$ cat src/rtl/asi_rx_pkg.sv
// constants shared by the audio receive channel-map design
package aud_rx_pkg;

    // ********************************************************
    // register map (index; byte address is four times the index)
    // ********************************************************
    localparam int unsigned   ADDR_W       = 8;
    localparam int unsigned   IDX_PIN_SEL  = 32'h27;
    localparam int unsigned   IDX_CH1_CFG  = 32'h28;
    localparam int unsigned   IDX_CH2_CFG  = 32'h29;
    localparam int unsigned   IDX_FMT_CFG  = 32'h30;
    localparam int unsigned   IDX_STATUS   = 32'h31;
    localparam logic [7:0]    ADDR_PIN_SEL = 8'(IDX_PIN_SEL * 4);
    localparam logic [7:0]    ADDR_CH1_CFG = 8'(IDX_CH1_CFG * 4);
    localparam logic [7:0]    ADDR_CH2_CFG = 8'(IDX_CH2_CFG * 4);
    localparam logic [7:0]    ADDR_FMT_CFG = 8'(IDX_FMT_CFG * 4);
    localparam logic [7:0]    ADDR_STATUS  = 8'(IDX_STATUS * 4);

    // ********************************************************
    // reset values and field positions
    // ********************************************************
    localparam logic [7:0]    PIN_SEL_RST  = 8'h00;
    localparam logic [7:0]    CH1_CFG_RST  = 8'h20;
    localparam logic [7:0]    CH2_CFG_RST  = 8'h21;
    localparam logic [7:0]    FMT_CFG_RST  = 8'h00;
    localparam int unsigned   CFG_W        = 6;   // bits 7:6 reserved
    localparam int unsigned   EN_BIT       = 5;
    localparam int unsigned   SLOT_W       = 5;
    localparam int unsigned   FMT_LSB      = 0;
    localparam int unsigned   WLEN_LSB     = 2;
    localparam int unsigned   ST_OVERRUN   = 0;
    localparam int unsigned   ST_FRAMED    = 1;
    localparam int unsigned   ST_PENDING   = 2;
    localparam logic [5:0]    HALF_SLOTS   = 6'h10;
    localparam logic [5:0]    TDM_SLOTS    = 6'h20;

    // serial formats
    localparam logic [1:0]    FMT_TDM      = 2'h0;
    localparam logic [1:0]    FMT_I2S      = 2'h1;
    localparam logic [1:0]    FMT_LJ       = 2'h2;

    // axi4-lite responses
    localparam logic [1:0]    RESP_OKAY    = 2'h0;
    localparam logic [1:0]    RESP_SLVERR  = 2'h2;

    // word length code to bits per slot
    function automatic logic [5:0] wlen_bits(input logic [1:0] code);
        case (code)
            2'h0:    wlen_bits = 6'h10;
            2'h1:    wlen_bits = 6'h14;
            2'h2:    wlen_bits = 6'h18;
            default: wlen_bits = 6'h20;
        endcase
    endfunction : wlen_bits

endpackage : aud_rx_pkg

$ cat src/rtl/pin_sync.sv
// two-flop synchroniser for pins from outside the clock domain
`timescale 1ns/1ps
module pin_sync #(
    parameter int unsigned WIDTH = 4
) (
    input  wire logic             clk_i,    // system clock
    input  wire logic             rst_n_i,  // async reset, active low
    input  wire logic [WIDTH-1:0] async_i,  // raw pin levels
    output logic      [WIDTH-1:0] sync_o    // synchronised levels
);

    logic [WIDTH-1:0] meta_r;

    // ********************************************************
    // only the second stage is visible to logic
    // ********************************************************
    always_ff @(posedge clk_i or negedge rst_n_i) begin
        if (!rst_n_i) begin
            meta_r <= '0;
            sync_o <= '0;
        end else begin
            meta_r <= async_i;
            sync_o <= meta_r;
        end
    end

endmodule : pin_sync

$ cat src/rtl/sample_fifo.sv
// synchronous fifo carrying received samples to the converter side
`timescale 1ns/1ps
module sample_fifo #(
    parameter int unsigned WIDTH = 33,
    parameter int unsigned DEPTH = 16
) (
    input  wire logic             clk_i,        // system clock
    input  wire logic             rst_n_i,      // async reset, active low
    input  wire logic             in_valid_i,   // write request
    output logic                  in_ready_o,   // not full
    input  wire logic [WIDTH-1:0] in_data_i,    // write data
    output logic                  out_valid_o,  // not empty
    input  wire logic             out_ready_i,  // read accept
    output logic      [WIDTH-1:0] out_data_o    // head word
);

    localparam int unsigned AW = $clog2(DEPTH);

    // ********************************************************
    // parameter check
    // ********************************************************
    if (DEPTH < 2 || (1 << AW) != DEPTH || WIDTH < 1) begin : g_chk
        $error("sample_fifo depth must be a power of two >= 2");
    end

    logic [WIDTH-1:0] mem_r [DEPTH];
    logic [AW:0]      wr_ptr_r;
    logic [AW:0]      rd_ptr_r;
    logic             push;
    logic             pop;

    // full and empty from pointers with a wrap bit
    assign in_ready_o  = (wr_ptr_r ^ rd_ptr_r) != {1'b1, {AW{1'b0}}};
    assign out_valid_o = wr_ptr_r != rd_ptr_r;
    assign push        = in_valid_i & in_ready_o;
    assign pop         = out_valid_o & out_ready_i;
    assign out_data_o  = mem_r[rd_ptr_r[AW-1:0]];

    // storage has no reset; pointers define what is valid
    always_ff @(posedge clk_i) begin
        if (push) begin
            mem_r[wr_ptr_r[AW-1:0]] <= in_data_i;
        end
    end

    // pointers
    always_ff @(posedge clk_i or negedge rst_n_i) begin
        if (!rst_n_i) begin
            wr_ptr_r <= '0;
            rd_ptr_r <= '0;
        end else begin
            if (push) begin
                wr_ptr_r <= wr_ptr_r + 1'b1;
            end
            if (pop) begin
                rd_ptr_r <= rd_ptr_r + 1'b1;
            end
        end
    end

endmodule : sample_fifo

$ cat src/rtl/audio_rx_slot_channel_map.sv
// receive slot and pin mapping of the primary audio serial port
`timescale 1ns/1ps

module audio_rx_slot_channel_map
    import aud_rx_pkg::*;
#(
    parameter int unsigned FIFO_DEPTH = 16
) (
    input  wire logic                          clk_i,          // 200 MHz
    input  wire logic                          rst_n_i,        // async, low
    // axi4-lite slave
    input  wire logic [aud_rx_pkg::ADDR_W-1:0] s_axi_awaddr,   // wr addr
    input  wire logic                          s_axi_awvalid,  // wr addr vld
    output logic                               s_axi_awready,  // wr addr rdy
    input  wire logic [31:0]                   s_axi_wdata,    // wr data
    input  wire logic [3:0]                    s_axi_wstrb,    // byte enables
    input  wire logic                          s_axi_wvalid,   // wr data vld
    output logic                               s_axi_wready,   // wr data rdy
    output logic [1:0]                         s_axi_bresp,    // wr response
    output logic                               s_axi_bvalid,   // wr resp vld
    input  wire logic                          s_axi_bready,   // wr resp rdy
    input  wire logic [aud_rx_pkg::ADDR_W-1:0] s_axi_araddr,   // rd addr
    input  wire logic                          s_axi_arvalid,  // rd addr vld
    output logic                               s_axi_arready,  // rd addr rdy
    output logic [31:0]                        s_axi_rdata,    // rd data
    output logic [1:0]                         s_axi_rresp,    // rd response
    output logic                               s_axi_rvalid,   // rd data vld
    input  wire logic                          s_axi_rready,   // rd data rdy
    // serial pins from the host processor
    input  wire logic                          bit_clk_i,      // bit clock
    input  wire logic                          frame_sync_i,   // frame sync
    input  wire logic                          primary_serial_data_in_i,
    input  wire logic                          secondary_serial_data_in_i,
    // converter-side sample stream
    output logic [31:0]                        sample_data_o,  // msb aligned
    output logic                               sample_chan_o,  // 0=ch1 1=ch2
    output logic                               sample_valid_o, // word ready
    input  wire logic                          sample_ready_i, // converter rdy
    output logic [7:0]                         rx_pin_select_o // ch8..ch1
);

    // ********************************************************
    // declarations
    // ********************************************************
    typedef enum logic [1:0] {EM_IDLE, EM_CH1, EM_CH2} emit_e;

    logic [7:0]       pin_sel_r, awaddr_r;
    logic [CFG_W-1:0] ch_cfg_r [2];
    logic [3:0]       fmt_cfg_r, pins_s;
    logic             overrun_r, aw_held_r, w_held_r, wstrb0_r, do_write;
    logic [31:0]      wdata_r;
    logic             bclk_d_r, bclk_rise, fs_s, fs_prev_r;
    logic             pend_r, pend_half_r, framed_r, start_now, start_half;
    logic [5:0]       wl, bit_r, sih_r, cur_bit, cur_sih;
    logic             half_r, cur_half, slot_ok, frame_start;
    logic [4:0]       cur_slot;
    logic [31:0]      sh_r   [2];
    logic [31:0]      hold_r [2];
    logic             got_r  [2];
    logic [31:0]      out_r  [2];
    emit_e            emit_r;
    logic             fifo_in_valid, fifo_in_ready;
    logic [32:0]      fifo_in_data, fifo_out_data;

    // byte address with the two low bits ignored
    function automatic logic [7:0] word_addr(input logic [7:0] a);
        word_addr = {a[7:2], 2'b00};
    endfunction : word_addr

    function automatic logic addr_hit(input logic [7:0] a);
        case (word_addr(a))
            ADDR_PIN_SEL, ADDR_CH1_CFG, ADDR_CH2_CFG,
            ADDR_FMT_CFG, ADDR_STATUS: addr_hit = 1'b1;
            default:                   addr_hit = 1'b0;
        endcase
    endfunction : addr_hit

    // ********************************************************
    // axi4-lite write path
    // ********************************************************
    assign s_axi_awready = ~aw_held_r & ~s_axi_bvalid;
    assign s_axi_wready  = ~w_held_r & ~s_axi_bvalid;
    assign do_write      = aw_held_r & w_held_r & ~s_axi_bvalid;

    // address and data taken in either order, then one response
    always_ff @(posedge clk_i or negedge rst_n_i) begin
        if (!rst_n_i) begin
            aw_held_r    <= 1'b0;
            w_held_r     <= 1'b0;
            awaddr_r     <= '0;
            wdata_r      <= '0;
            wstrb0_r     <= 1'b0;
            s_axi_bvalid <= 1'b0;
            s_axi_bresp  <= RESP_OKAY;
        end else begin
            if (s_axi_awvalid && s_axi_awready) begin
                aw_held_r <= 1'b1;
                awaddr_r  <= s_axi_awaddr;
            end
            if (s_axi_wvalid && s_axi_wready) begin
                w_held_r <= 1'b1;
                wdata_r  <= s_axi_wdata;
                wstrb0_r <= s_axi_wstrb[0];
            end
            if (do_write) begin
                aw_held_r    <= 1'b0;
                w_held_r     <= 1'b0;
                s_axi_bvalid <= 1'b1;
                s_axi_bresp  <= addr_hit(awaddr_r) ? RESP_OKAY : RESP_SLVERR;
            end else if (s_axi_bvalid && s_axi_bready) begin
                s_axi_bvalid <= 1'b0;
            end
        end
    end

    // configuration registers; only byte lane 0 carries data
    always_ff @(posedge clk_i or negedge rst_n_i) begin
        if (!rst_n_i) begin
            pin_sel_r  <= PIN_SEL_RST;
            ch_cfg_r[0] <= CH1_CFG_RST[CFG_W-1:0];
            ch_cfg_r[1] <= CH2_CFG_RST[CFG_W-1:0];
            fmt_cfg_r  <= FMT_CFG_RST[3:0];
        end else if (do_write && wstrb0_r) begin
            case (word_addr(awaddr_r))
                ADDR_PIN_SEL: pin_sel_r   <= wdata_r[7:0];
                // reserved bits are not stored and read back as zero
                ADDR_CH1_CFG: ch_cfg_r[0] <= wdata_r[CFG_W-1:0];
                ADDR_CH2_CFG: ch_cfg_r[1] <= wdata_r[CFG_W-1:0];
                ADDR_FMT_CFG: fmt_cfg_r   <= wdata_r[3:0];
                default:      ;
            endcase
        end
    end

    assign rx_pin_select_o = pin_sel_r;

    // ********************************************************
    // axi4-lite read path
    // ********************************************************
    assign s_axi_arready = ~s_axi_rvalid;

    always_ff @(posedge clk_i or negedge rst_n_i) begin
        if (!rst_n_i) begin
            s_axi_rvalid <= 1'b0;
            s_axi_rdata  <= '0;
            s_axi_rresp  <= RESP_OKAY;
        end else if (s_axi_arvalid && s_axi_arready) begin
            s_axi_rvalid <= 1'b1;
            s_axi_rresp  <= addr_hit(s_axi_araddr) ? RESP_OKAY : RESP_SLVERR;
            case (word_addr(s_axi_araddr))
                ADDR_PIN_SEL: s_axi_rdata <= {24'h0, pin_sel_r};
                ADDR_CH1_CFG: s_axi_rdata <= {26'h0, ch_cfg_r[0]};
                ADDR_CH2_CFG: s_axi_rdata <= {26'h0, ch_cfg_r[1]};
                ADDR_FMT_CFG: s_axi_rdata <= {28'h0, fmt_cfg_r};
                ADDR_STATUS:  s_axi_rdata <= {29'h0, sample_valid_o,
                                              framed_r, overrun_r};
                default:      s_axi_rdata <= '0;
            endcase
        end else if (s_axi_rvalid && s_axi_rready) begin
            s_axi_rvalid <= 1'b0;
        end
    end

    // ********************************************************
    // pin sampling and bit clock edge detection
    // ********************************************************
    pin_sync #(
        .WIDTH (4)
    ) u_pin_sync (
        .clk_i   (clk_i),
        .rst_n_i (rst_n_i),
        .async_i ({bit_clk_i, frame_sync_i, primary_serial_data_in_i,
                   secondary_serial_data_in_i}),
        .sync_o  (pins_s)
    );

    // all pins share one sync latency so data stays aligned to the edge
    always_ff @(posedge clk_i or negedge rst_n_i) begin
        if (!rst_n_i) begin
            bclk_d_r <= 1'b0;
        end else begin
            bclk_d_r <= pins_s[3];
        end
    end

    assign bclk_rise = pins_s[3] & ~bclk_d_r;
    assign fs_s      = pins_s[2];
    assign wl        = wlen_bits(fmt_cfg_r[WLEN_LSB +: 2]);

    // ********************************************************
    // frame boundary: tdm on sync rise, lj on either edge,
    // i2s one bit clock after either edge (low half is left)
    // ********************************************************
    always_comb begin
        if (fmt_cfg_r[FMT_LSB +: 2] == FMT_I2S) begin
            start_now  = pend_r;
            start_half = pend_half_r;
        end else if (fmt_cfg_r[FMT_LSB +: 2] == FMT_LJ) begin
            start_now  = fs_s ^ fs_prev_r;
            start_half = ~fs_s;
        end else begin
            start_now  = fs_s & ~fs_prev_r;
            start_half = 1'b0;
        end
    end

    assign cur_bit     = start_now ? 6'h0 : bit_r;
    assign cur_sih     = start_now ? 6'h0 : sih_r;
    assign cur_half    = start_now ? start_half : half_r;
    assign frame_start = bclk_rise & start_now & ~start_half;

    // tdm reaches slot 31, each i2s/lj half holds 16 slots
    always_comb begin
        if (fmt_cfg_r[FMT_LSB +: 2] == FMT_TDM) begin
            slot_ok  = framed_r & (cur_sih < TDM_SLOTS);
            cur_slot = cur_sih[4:0];
        end else begin
            slot_ok  = framed_r & (cur_sih < HALF_SLOTS);
            cur_slot = {cur_half, cur_sih[3:0]};
        end
    end

    // bit counter advances once per bit clock, slot counter once per word
    always_ff @(posedge clk_i or negedge rst_n_i) begin
        if (!rst_n_i) begin
            fs_prev_r   <= 1'b0;
            pend_r      <= 1'b0;
            pend_half_r <= 1'b0;
            framed_r    <= 1'b0;
            bit_r       <= '0;
            sih_r       <= '0;
            half_r      <= 1'b0;
        end else if (bclk_rise) begin
            fs_prev_r   <= fs_s;
            pend_r      <= fs_s ^ fs_prev_r;
            pend_half_r <= fs_s;
            half_r      <= cur_half;
            if (start_now) begin
                framed_r <= 1'b1;
            end
            if (cur_bit == wl - 6'h1) begin
                bit_r <= '0;
                // saturate so trailing bits never alias a low slot
                sih_r <= (cur_sih == 6'h3f) ? cur_sih : cur_sih + 6'h1;
            end else begin
                bit_r <= cur_bit + 6'h1;
                sih_r <= cur_sih;
            end
        end
    end

    // ********************************************************
    // per-channel capture for converter channels 1 and 2
    // ********************************************************
    for (genvar c = 0; c < 2; c++) begin : g_ch
        logic match;
        logic din;

        // pin choice from the channel's select bit
        assign din   = pin_sel_r[c] ? pins_s[0] : pins_s[1];
        assign match = slot_ok & (cur_slot == ch_cfg_r[c][SLOT_W-1:0]);

        always_ff @(posedge clk_i or negedge rst_n_i) begin
            if (!rst_n_i) begin
                sh_r[c]   <= '0;
                hold_r[c] <= '0;
                got_r[c]  <= 1'b0;
            end else if (bclk_rise) begin
                // an ignored channel never shifts
                if (match && ch_cfg_r[c][EN_BIT]) begin
                    if (cur_bit == 6'h0) begin
                        sh_r[c]     <= '0;
                        sh_r[c][31] <= din;
                    end else begin
                        sh_r[c][5'(6'd31 - cur_bit)] <= din;
                    end
                    if (cur_bit == wl - 6'h1) begin
                        hold_r[c]                  <= sh_r[c];
                        hold_r[c][5'(6'd31 - cur_bit)] <= din;
                        got_r[c]                   <= 1'b1;
                    end
                end
                if (frame_start) begin
                    got_r[c] <= 1'b0;
                end
            end
        end
    end

    // ********************************************************
    // per-frame emit into the fifo; a busy emitter drops the
    // new frame and flags overrun rather than mixing frames
    // ********************************************************
    always_ff @(posedge clk_i or negedge rst_n_i) begin
        if (!rst_n_i) begin
            emit_r   <= EM_IDLE;
            out_r[0] <= '0;
            out_r[1] <= '0;
        end else begin
            case (emit_r)
                EM_IDLE: begin
                    if (frame_start && framed_r) begin
                        for (int c = 0; c < 2; c++) begin
                            // disabled or missing channel sends zero
                            out_r[c] <= (ch_cfg_r[c][EN_BIT] && got_r[c])
                                        ? hold_r[c] : 32'h0;
                        end
                        emit_r <= EM_CH1;
                    end
                end
                EM_CH1: begin
                    if (fifo_in_ready) begin
                        emit_r <= EM_CH2;
                    end
                end
                EM_CH2: begin
                    if (fifo_in_ready) begin
                        emit_r <= EM_IDLE;
                    end
                end
                default: emit_r <= EM_IDLE;
            endcase
        end
    end

    // overrun is sticky; write 1 clears, a new event wins the tie
    always_ff @(posedge clk_i or negedge rst_n_i) begin
        if (!rst_n_i) begin
            overrun_r <= 1'b0;
        end else if (frame_start && framed_r && emit_r != EM_IDLE) begin
            overrun_r <= 1'b1;
        end else if (do_write && wstrb0_r && wdata_r[ST_OVERRUN]
                     && word_addr(awaddr_r) == ADDR_STATUS) begin
            overrun_r <= 1'b0;
        end
    end

    assign fifo_in_valid = emit_r != EM_IDLE;
    assign fifo_in_data  = (emit_r == EM_CH2) ? {1'b1, out_r[1]}
                                              : {1'b0, out_r[0]};

    sample_fifo #(
        .WIDTH (33),
        .DEPTH (FIFO_DEPTH)
    ) u_fifo (
        .clk_i       (clk_i),
        .rst_n_i     (rst_n_i),
        .in_valid_i  (fifo_in_valid),
        .in_ready_o  (fifo_in_ready),
        .in_data_i   (fifo_in_data),
        .out_valid_o (sample_valid_o),
        .out_ready_i (sample_ready_i),
        .out_data_o  (fifo_out_data)
    );

    assign sample_data_o = fifo_out_data[31:0];
    assign sample_chan_o = fifo_out_data[32];

endmodule : audio_rx_slot_channel_map

$ cat config.mk
export PLATFORM = sky130hd
export DESIGN_NAME = audio_rx_slot_channel_map
export DESIGN_NICKNAME = d
export VERILOG_FILES = /design/src/rtl/asi_rx_pkg.sv /design/src/rtl/pin_sync.sv /design/src/rtl/sample_fifo.sv /design/src/rtl/audio_rx_slot_channel_map.sv
export SDC_FILE = /design/constraint.sdc
export NUM_CORES = 1
export LEC_CHECK = 0
export ABC_CLOCK_PERIOD_IN_PS = 4200
export BUFFER_PORTS_ARGS = -buffer_cell sky130_fd_sc_hd__buf_2
export CORE_ASPECT_RATIO = 0.9
export CORE_MARGIN = 2
export CORE_UTILIZATION = 64
export CTS_BUF_LIST = sky130_fd_sc_hd__clkbuf_2 sky130_fd_sc_hd__clkbuf_4 sky130_fd_sc_hd__clkbuf_8
export DETAILED_ROUTE_END_ITERATION = 6
export GPL_TIMING_DRIVEN = 0
export HOLD_SLACK_MARGIN = 0.03
export PLACE_DENSITY = 0.82
export SYNTH_ARGS = -nofsm -noshare
export SYNTH_HDL_FRONTEND = slang
export SYNTH_SLANG_ARGS = --single-unit
$ cat constraint.sdc
create_clock -name clk_i -period 4.2 [get_ports clk_i]
set_clock_uncertainty 0.05 [all_clocks]
set_input_delay 0.63 -clock clk_i [delete_from_list [all_inputs] [get_ports clk_i]]
set_output_delay 0.63 -clock clk_i [all_outputs]
set_load 0.01 [all_outputs]
---- Word-level counts from Yosys, hierarchy flattened ----
Memory sizes are Yosys's and may differ from the RTL's.
Cells that the tools add are included.
word-level totals
  bits in registers ....................... 313
  memory bits (writable) .................. 528
  input port bits ......................... 64
  output and inout bits ................... 83
  logic and storage cells ................. 190
  memories ................................ 1
memory list
  name          words  width  read ports  clocked after memory_dff  write ports  line               text
  u_fifo.mem_r  16     33     1           0                         1            sample_fifo.sv:26  logic [WIDTH-1:0] mem_r [DEPTH];
operators by class
  $add $sub $neg .......................... 6
  magnitude comparators ................... 4
  equal/unequal tests ..................... 25
  muxes and demuxes ....................... 52
  bitwise operators ....................... 24
  reductions and logical operators ........ 43
operators with widths
  kind                   number
  $mux W32               4
  $eq A6 B6 Y1 const B   11
  $bwmux W32             2
  $pmux W8 S5            1
  $mux W33               1
  $mux W1                30
  $mux W6                5
  $pmux W6 S3            1
  $reduce_bool A2 Y1     9
  $reduce_and A2 Y1      8
  $logic_and A1 B1 Y1    15
  $reduce_and A3 Y1      5
  $and A1 B1 Y1          14
  $add A6 B1 Y6 const B  2
  $add A5 B1 Y5 const B  2
  $eq A5 B5 Y1           2
  $mux W2                5
  $reduce_or A5 Y1       2
  $not A1 Y1             8
  $eq A2 B1 Y1 const B   3
  $eq A2 B2 Y1 const B   3
  $eq A6 B6 Y1           1
  $logic_not A2 Y1       3
  $logic_not A6 Y1       1
  15 further kinds       16

---- Logic depth before layout (Yosys ltp) ----
  word-level depth ........................ 12
  mapped depth ............................ 17
  mapped depth without buffers ............ 13

---- By module ----
A second synthesis with hierarchy kept.
second synthesis, totals
  cell total of the unflattened synthesis .. 2178
  area, all modules ....................... 34021.4 µm²
by module, submodules not included
  module                     instances  cells each  area an instance (µm²)  seq. area each (µm²)
  sample_fifo                1          894         20398.3                 16105.4
  audio_rx_slot_channel_map  1          1276        13422.9                 6685.2
  pin_sync                   1          8           200.2                   200.2

---- Least setup slack after synthesis ----
Ideal clock, no wire load.
  path kind ............................... reg-to-output
  start ................................... register u_fifo.rd_ptr_r[0]
  end ..................................... output port sample_chan_o
  data arrival time ....................... 2.592 ns
  data required time ...................... 3.520 ns
  path slack .............................. 0.928 ns
  stages on the path, launching flop included .. 6
  path buffers ............................ 3
  cell sequence ........................... dfrtp_1 -> clkbuf_1 -> clkbuf_1 -> buf_1 -> mux4_2 -> mux4_2
on the way
  word-level cells in the longest chain between the ends .. 1
RTL lines
  what                    line                             text
  start, declared         sample_fifo.sv:28                logic [AW:0] rd_ptr_r;
  start signal, assigned  sample_fifo.sv:56                rd_ptr_r <= rd_ptr_r + 1'b1;
  $mem_v2 Z16 W33         n/a
  end, declared           audio_rx_slot_channel_map.sv:36  output logic sample_chan_o,
No other way between the ends.

---- Worst setup path in the final report ----
  start ................................... register u_fifo.rd_ptr_r[1]
  end ..................................... output port sample_data_o[2]
on the way
  word-level cells in the longest chain between the ends .. 1
RTL lines
  what             line                             text
  $mem_v2 Z16 W33  n/a
  end, declared    audio_rx_slot_channel_map.sv:35  output logic [31:0] sample_data_o,
No other way between the ends.

==> results.md <==
* Mux cell area share after synthesis at 0.1423
* CTS clk-pin slew, worst paths at 0.07 ns
* Chip Height at 220.9 um
* Sequential element share of the synthesized area at 0.6873
* Worst-margin pin slew at 1.364 ns
* CTS root buffer: clkbuf_8
* CP peak stage delay at 0.58 ns
* Largest net degree at the start of global routing at 108
* GRT Total Usage at 0.3187
* DR vias/cell at 6.401
* Number of diodes at 0
* Die area at 54120 um^2
* Placed instance count at 3028
* Relative slew slack at 0.08369
* CP Launch Type: flop
* Share of cells above drive strength 1 at 0.2532
* Fmax at 0.2453 GHz
* Die width at 245.0 um
* Synth top area cells: edfxtp_1 (47%), dfrtp_1 (21%), mux4_2 (11%)
* Pre-CTS worst setup slack at -0.2947 ns
* Clock Path Buffers at 3
* Tot Pwr at 21.54 mW
* H-Tree Level Count at 3
* LEAKAGE at 13.39 nW
* TritonCTS clock tree: done
* Met2 Routed Length at 43.45 mm
* Xor-xnor portion of the synthesized cell area at 0.005498
* RR Startpoint: u_pin_sync.sync_o[2]
* Compound-Gate Fraction of Synth Area at 0.07406
* Worst path most repeated cell: clkbuf_2
* Boundary pin count at 147
* I/O Buffers at 89
* R2R setup slack at 0.39 ns
* Cell Area, Synth at 33450 um^2
* Post-synth cell types at 63
* Routed Antenna Nets at 0
* Dominant cell type by area after synthesis: edfxtp_1
* Hold depth at 2
* Top cells by count, synth: edfxtp_1 (528), o21ai_0 (356), dfrtp_1 (282)
* R2R Path End: out_r[62]
* Total negative slack at 0 ns
* Core Box Area at 51700 um^2
* Seq cells post-synth at 813
* Req. time, crit path at 3.52 ns
* Ys flop type: edfxtp_1
* CTS buffer count at 119
* DR WL/cell at 25.98 um
* Crit Path Class: flop to output port
* Met3 wire len at 7.184 mm
* First-pass DRT Iterations at 6
* Initial Util at 0.6471
* Util after Layout at 0.7348
* Final Instance Count excl. Fillers at 3255
* Placement Rows at 79
* Clock latency on the worst-skew pair at 0.74 ns
* CTS sink count at 813
* Crit-path max FO at 10
* Endpoints failing setup at 0
* Hold Crit Class: input port to flop
* First-pass GRT wire length at 128.0 mm
* # fillers at 3005
* Initial antenna violation count at 2
* Worst VDD drop at 375.7 uV
* Worst reg2reg path depth at 12
* P&R area growth vs syn at 13.56%
* Largest family of logic cells by synthesized area: multiplexers
* Post-DP HPWL at 55.15 mm
* Post-DP Area at 35270 um^2
* DRC violations left at 0
* Slowest-stage cell, CP: mux4_2
* Nets at 2544
* Ys async rst share at 0.3506
* Total number of yosys warnings at 0
* Critical path, cell by cell: clkbuf_2 > clkbuf_2 > clkbuf_2 > mux4_2 > mux4_2 > buf_2
* Synth Area in Simple Gates at 0.06044
* Share of the synthesized area in the top cell type at 0.4740
* Final Max Slew Viols at 0
* Tcrit/Tclk final at 0.9708
* Mean Syn Cell Area at 15.15 um^2
* Final Wtd Congestion at 0.9089
* Vias in the first global route at 21285
* Post-synth EDFFs at 528
* Met1 wire length at 30.97 mm
* Grt total ovfl at 0
* Fin. Hold Viols at 0
* Register area at 22990 um^2
* Outcome: finished, final reports clean
* Synth Area in Adders at 0.004862
* DR top layer: met5
* Post-layout min period at 4.077 ns
* Post-Route WL at 84.56 mm
* Worst hold margin at 0.08975 ns
* Most common cell in the netlist: edfxtp_1
* Crit end category: output port
* RSZ-0062 raised after global routing: no
* Gate Count Post-Synth at 2208
* Hold Crit Start: s_axi_awaddr[5]
* Cell area after layout at 37990 um^2
* Detailed-route via count at 20836
* PD cells at 567.1 nW/um^2
* Area of the multi-input gates at 9738 um^2
* MaxCap Viol Count at 0
* WHS Endpoint: awaddr_r[5]
* Setup WS post-layout at 0.1226 ns
* CP arrival at 3.40 ns
* Initial DRC Count at 2452
timing repair:
item                                    4_1_cts  5_1_grt
hold buffers                                  7        0
endpoints found under the setup margin       34       88
hold endpoints to repair                     98        0
resized for setup                            54       12
setup buffers                                 0        0
pin swaps                                     0        0
metal layers:
layer  GRT usage  up-vias
li1            -     8871
met1      0.4160    10527
met2      0.5424     1215
met3     0.05713      221
met4      0.1159        2
met5           0        -
layout by cell type, fill, tap and decap left out, drive strengths merged, types with 5 or more instances in the layout:
cell type / Yosys / layout
mux2i: 12 / 12
o22ai: 6 / 6
nor4: 10 / 10
and2: 25 / 25
conb: 1 / 26
xnor2: 11 / 11
or3: 8 / 8
mux2: 82 / 82
mux4: 165 / 165
nor3: 25 / 25
nand4: 8 / 8
nand3: 26 / 26
nor2: 61 / 61
nor2b: 10 / 10
edfxtp: 528 / 528
a31oi: 5 / 5
o31ai: 5 / 5
inv: 21 / 24
bufinv: 0 / 6
dlygate4sd3: 0 / 7
xor2: 10 / 10
a22oi: 8 / 8
o21ai: 388 / 388
buf: 55 / 157
ha: 13 / 13
nand2b: 11 / 11
nand2: 235 / 235
clkinv: 0 / 43
dfrtp: 282 / 282
clkbuf: 115 / 280
o211ai: 5 / 5
a21oi: 30 / 30
worst max-delay path: cells and delay by family (launching register included):
family / cells / cell delay (ns)
buf+inv: 4 / 1.28
mux: 2 / 1.00
flops: 1 / 0.37
cells by family (layout without fill, tap and decap cells):
group | Yosys count | count (layout)
simple gates | 443 | 443
flops | 813 | 813
fa+ha+maj | 13 | 13
other cells | 1 | 26
xor+xnor | 21 | 21
compound gates | 467 | 467
buf+inv | 191 | 525
mux | 259 | 259
sequential cells by signal (all words and copies together) (netlist names), 2 cells and up:
| register | flops |
|---|---|
| awaddr_r | 6 |
| bit_r | 6 |
| ch_cfg_r | 12 |
| emit_r | 2 |
| fmt_cfg_r | 4 |
| got_r | 2 |
| hold_r | 64 |
| out_r | 64 |
| rx_pin_select_o | 8 |
| s_axi_rdata | 8 |
| sh_r | 64 |
| sih_r | 6 |
| u_fifo.mem_r | 528 |
| u_fifo.rd_ptr_r | 5 |
| u_fifo.wr_ptr_r | 5 |
| u_pin_sync.meta_r | 4 |
| u_pin_sync.sync_o | 4 |
| wdata_r | 8 |
report_power, final:
group	switching (mW)	internal [mW]	total, mW
Clock	3.06	3.63	6.68
Sequential	0.345	8.98	9.32
Combinational	3.35	2.19	5.54
cell type report:
cell class | count | share of cell area
multi-input combinational | 1229 | 0.2563
timing repair buffer | 114 | 0.02391
buffer | 169 | 0.02233
sequential | 813 | 0.6052
tap | 688 | 0.02266
clock inverter | 56 | 0.01229
inverter | 21 | 0.002075
clock buffer | 165 | 0.05517
how the worst max path moves through the flow:
stage | startpoint | to | slack [ns] | cells past startpoint
floorplan | u_fifo.rd_ptr_r[0] | sample_chan_o | 0.93 | 5
global placement | rst_n_i | out_r[37] | -2.43 | 1
detailed placement | u_fifo.rd_ptr_r[0] | sample_data_o[12] | -0.29 | 6
CTS | u_fifo.rd_ptr_r[2] | sample_data_o[23] | 0.002 | 4
global route | u_fifo.rd_ptr_r[0] | sample_data_o[2] | 0.04 | 6
finish | u_fifo.rd_ptr_r[1] | sample_data_o[2] | 0.12 | 6
Note: power is estimated with default switching activity, not from simulation.
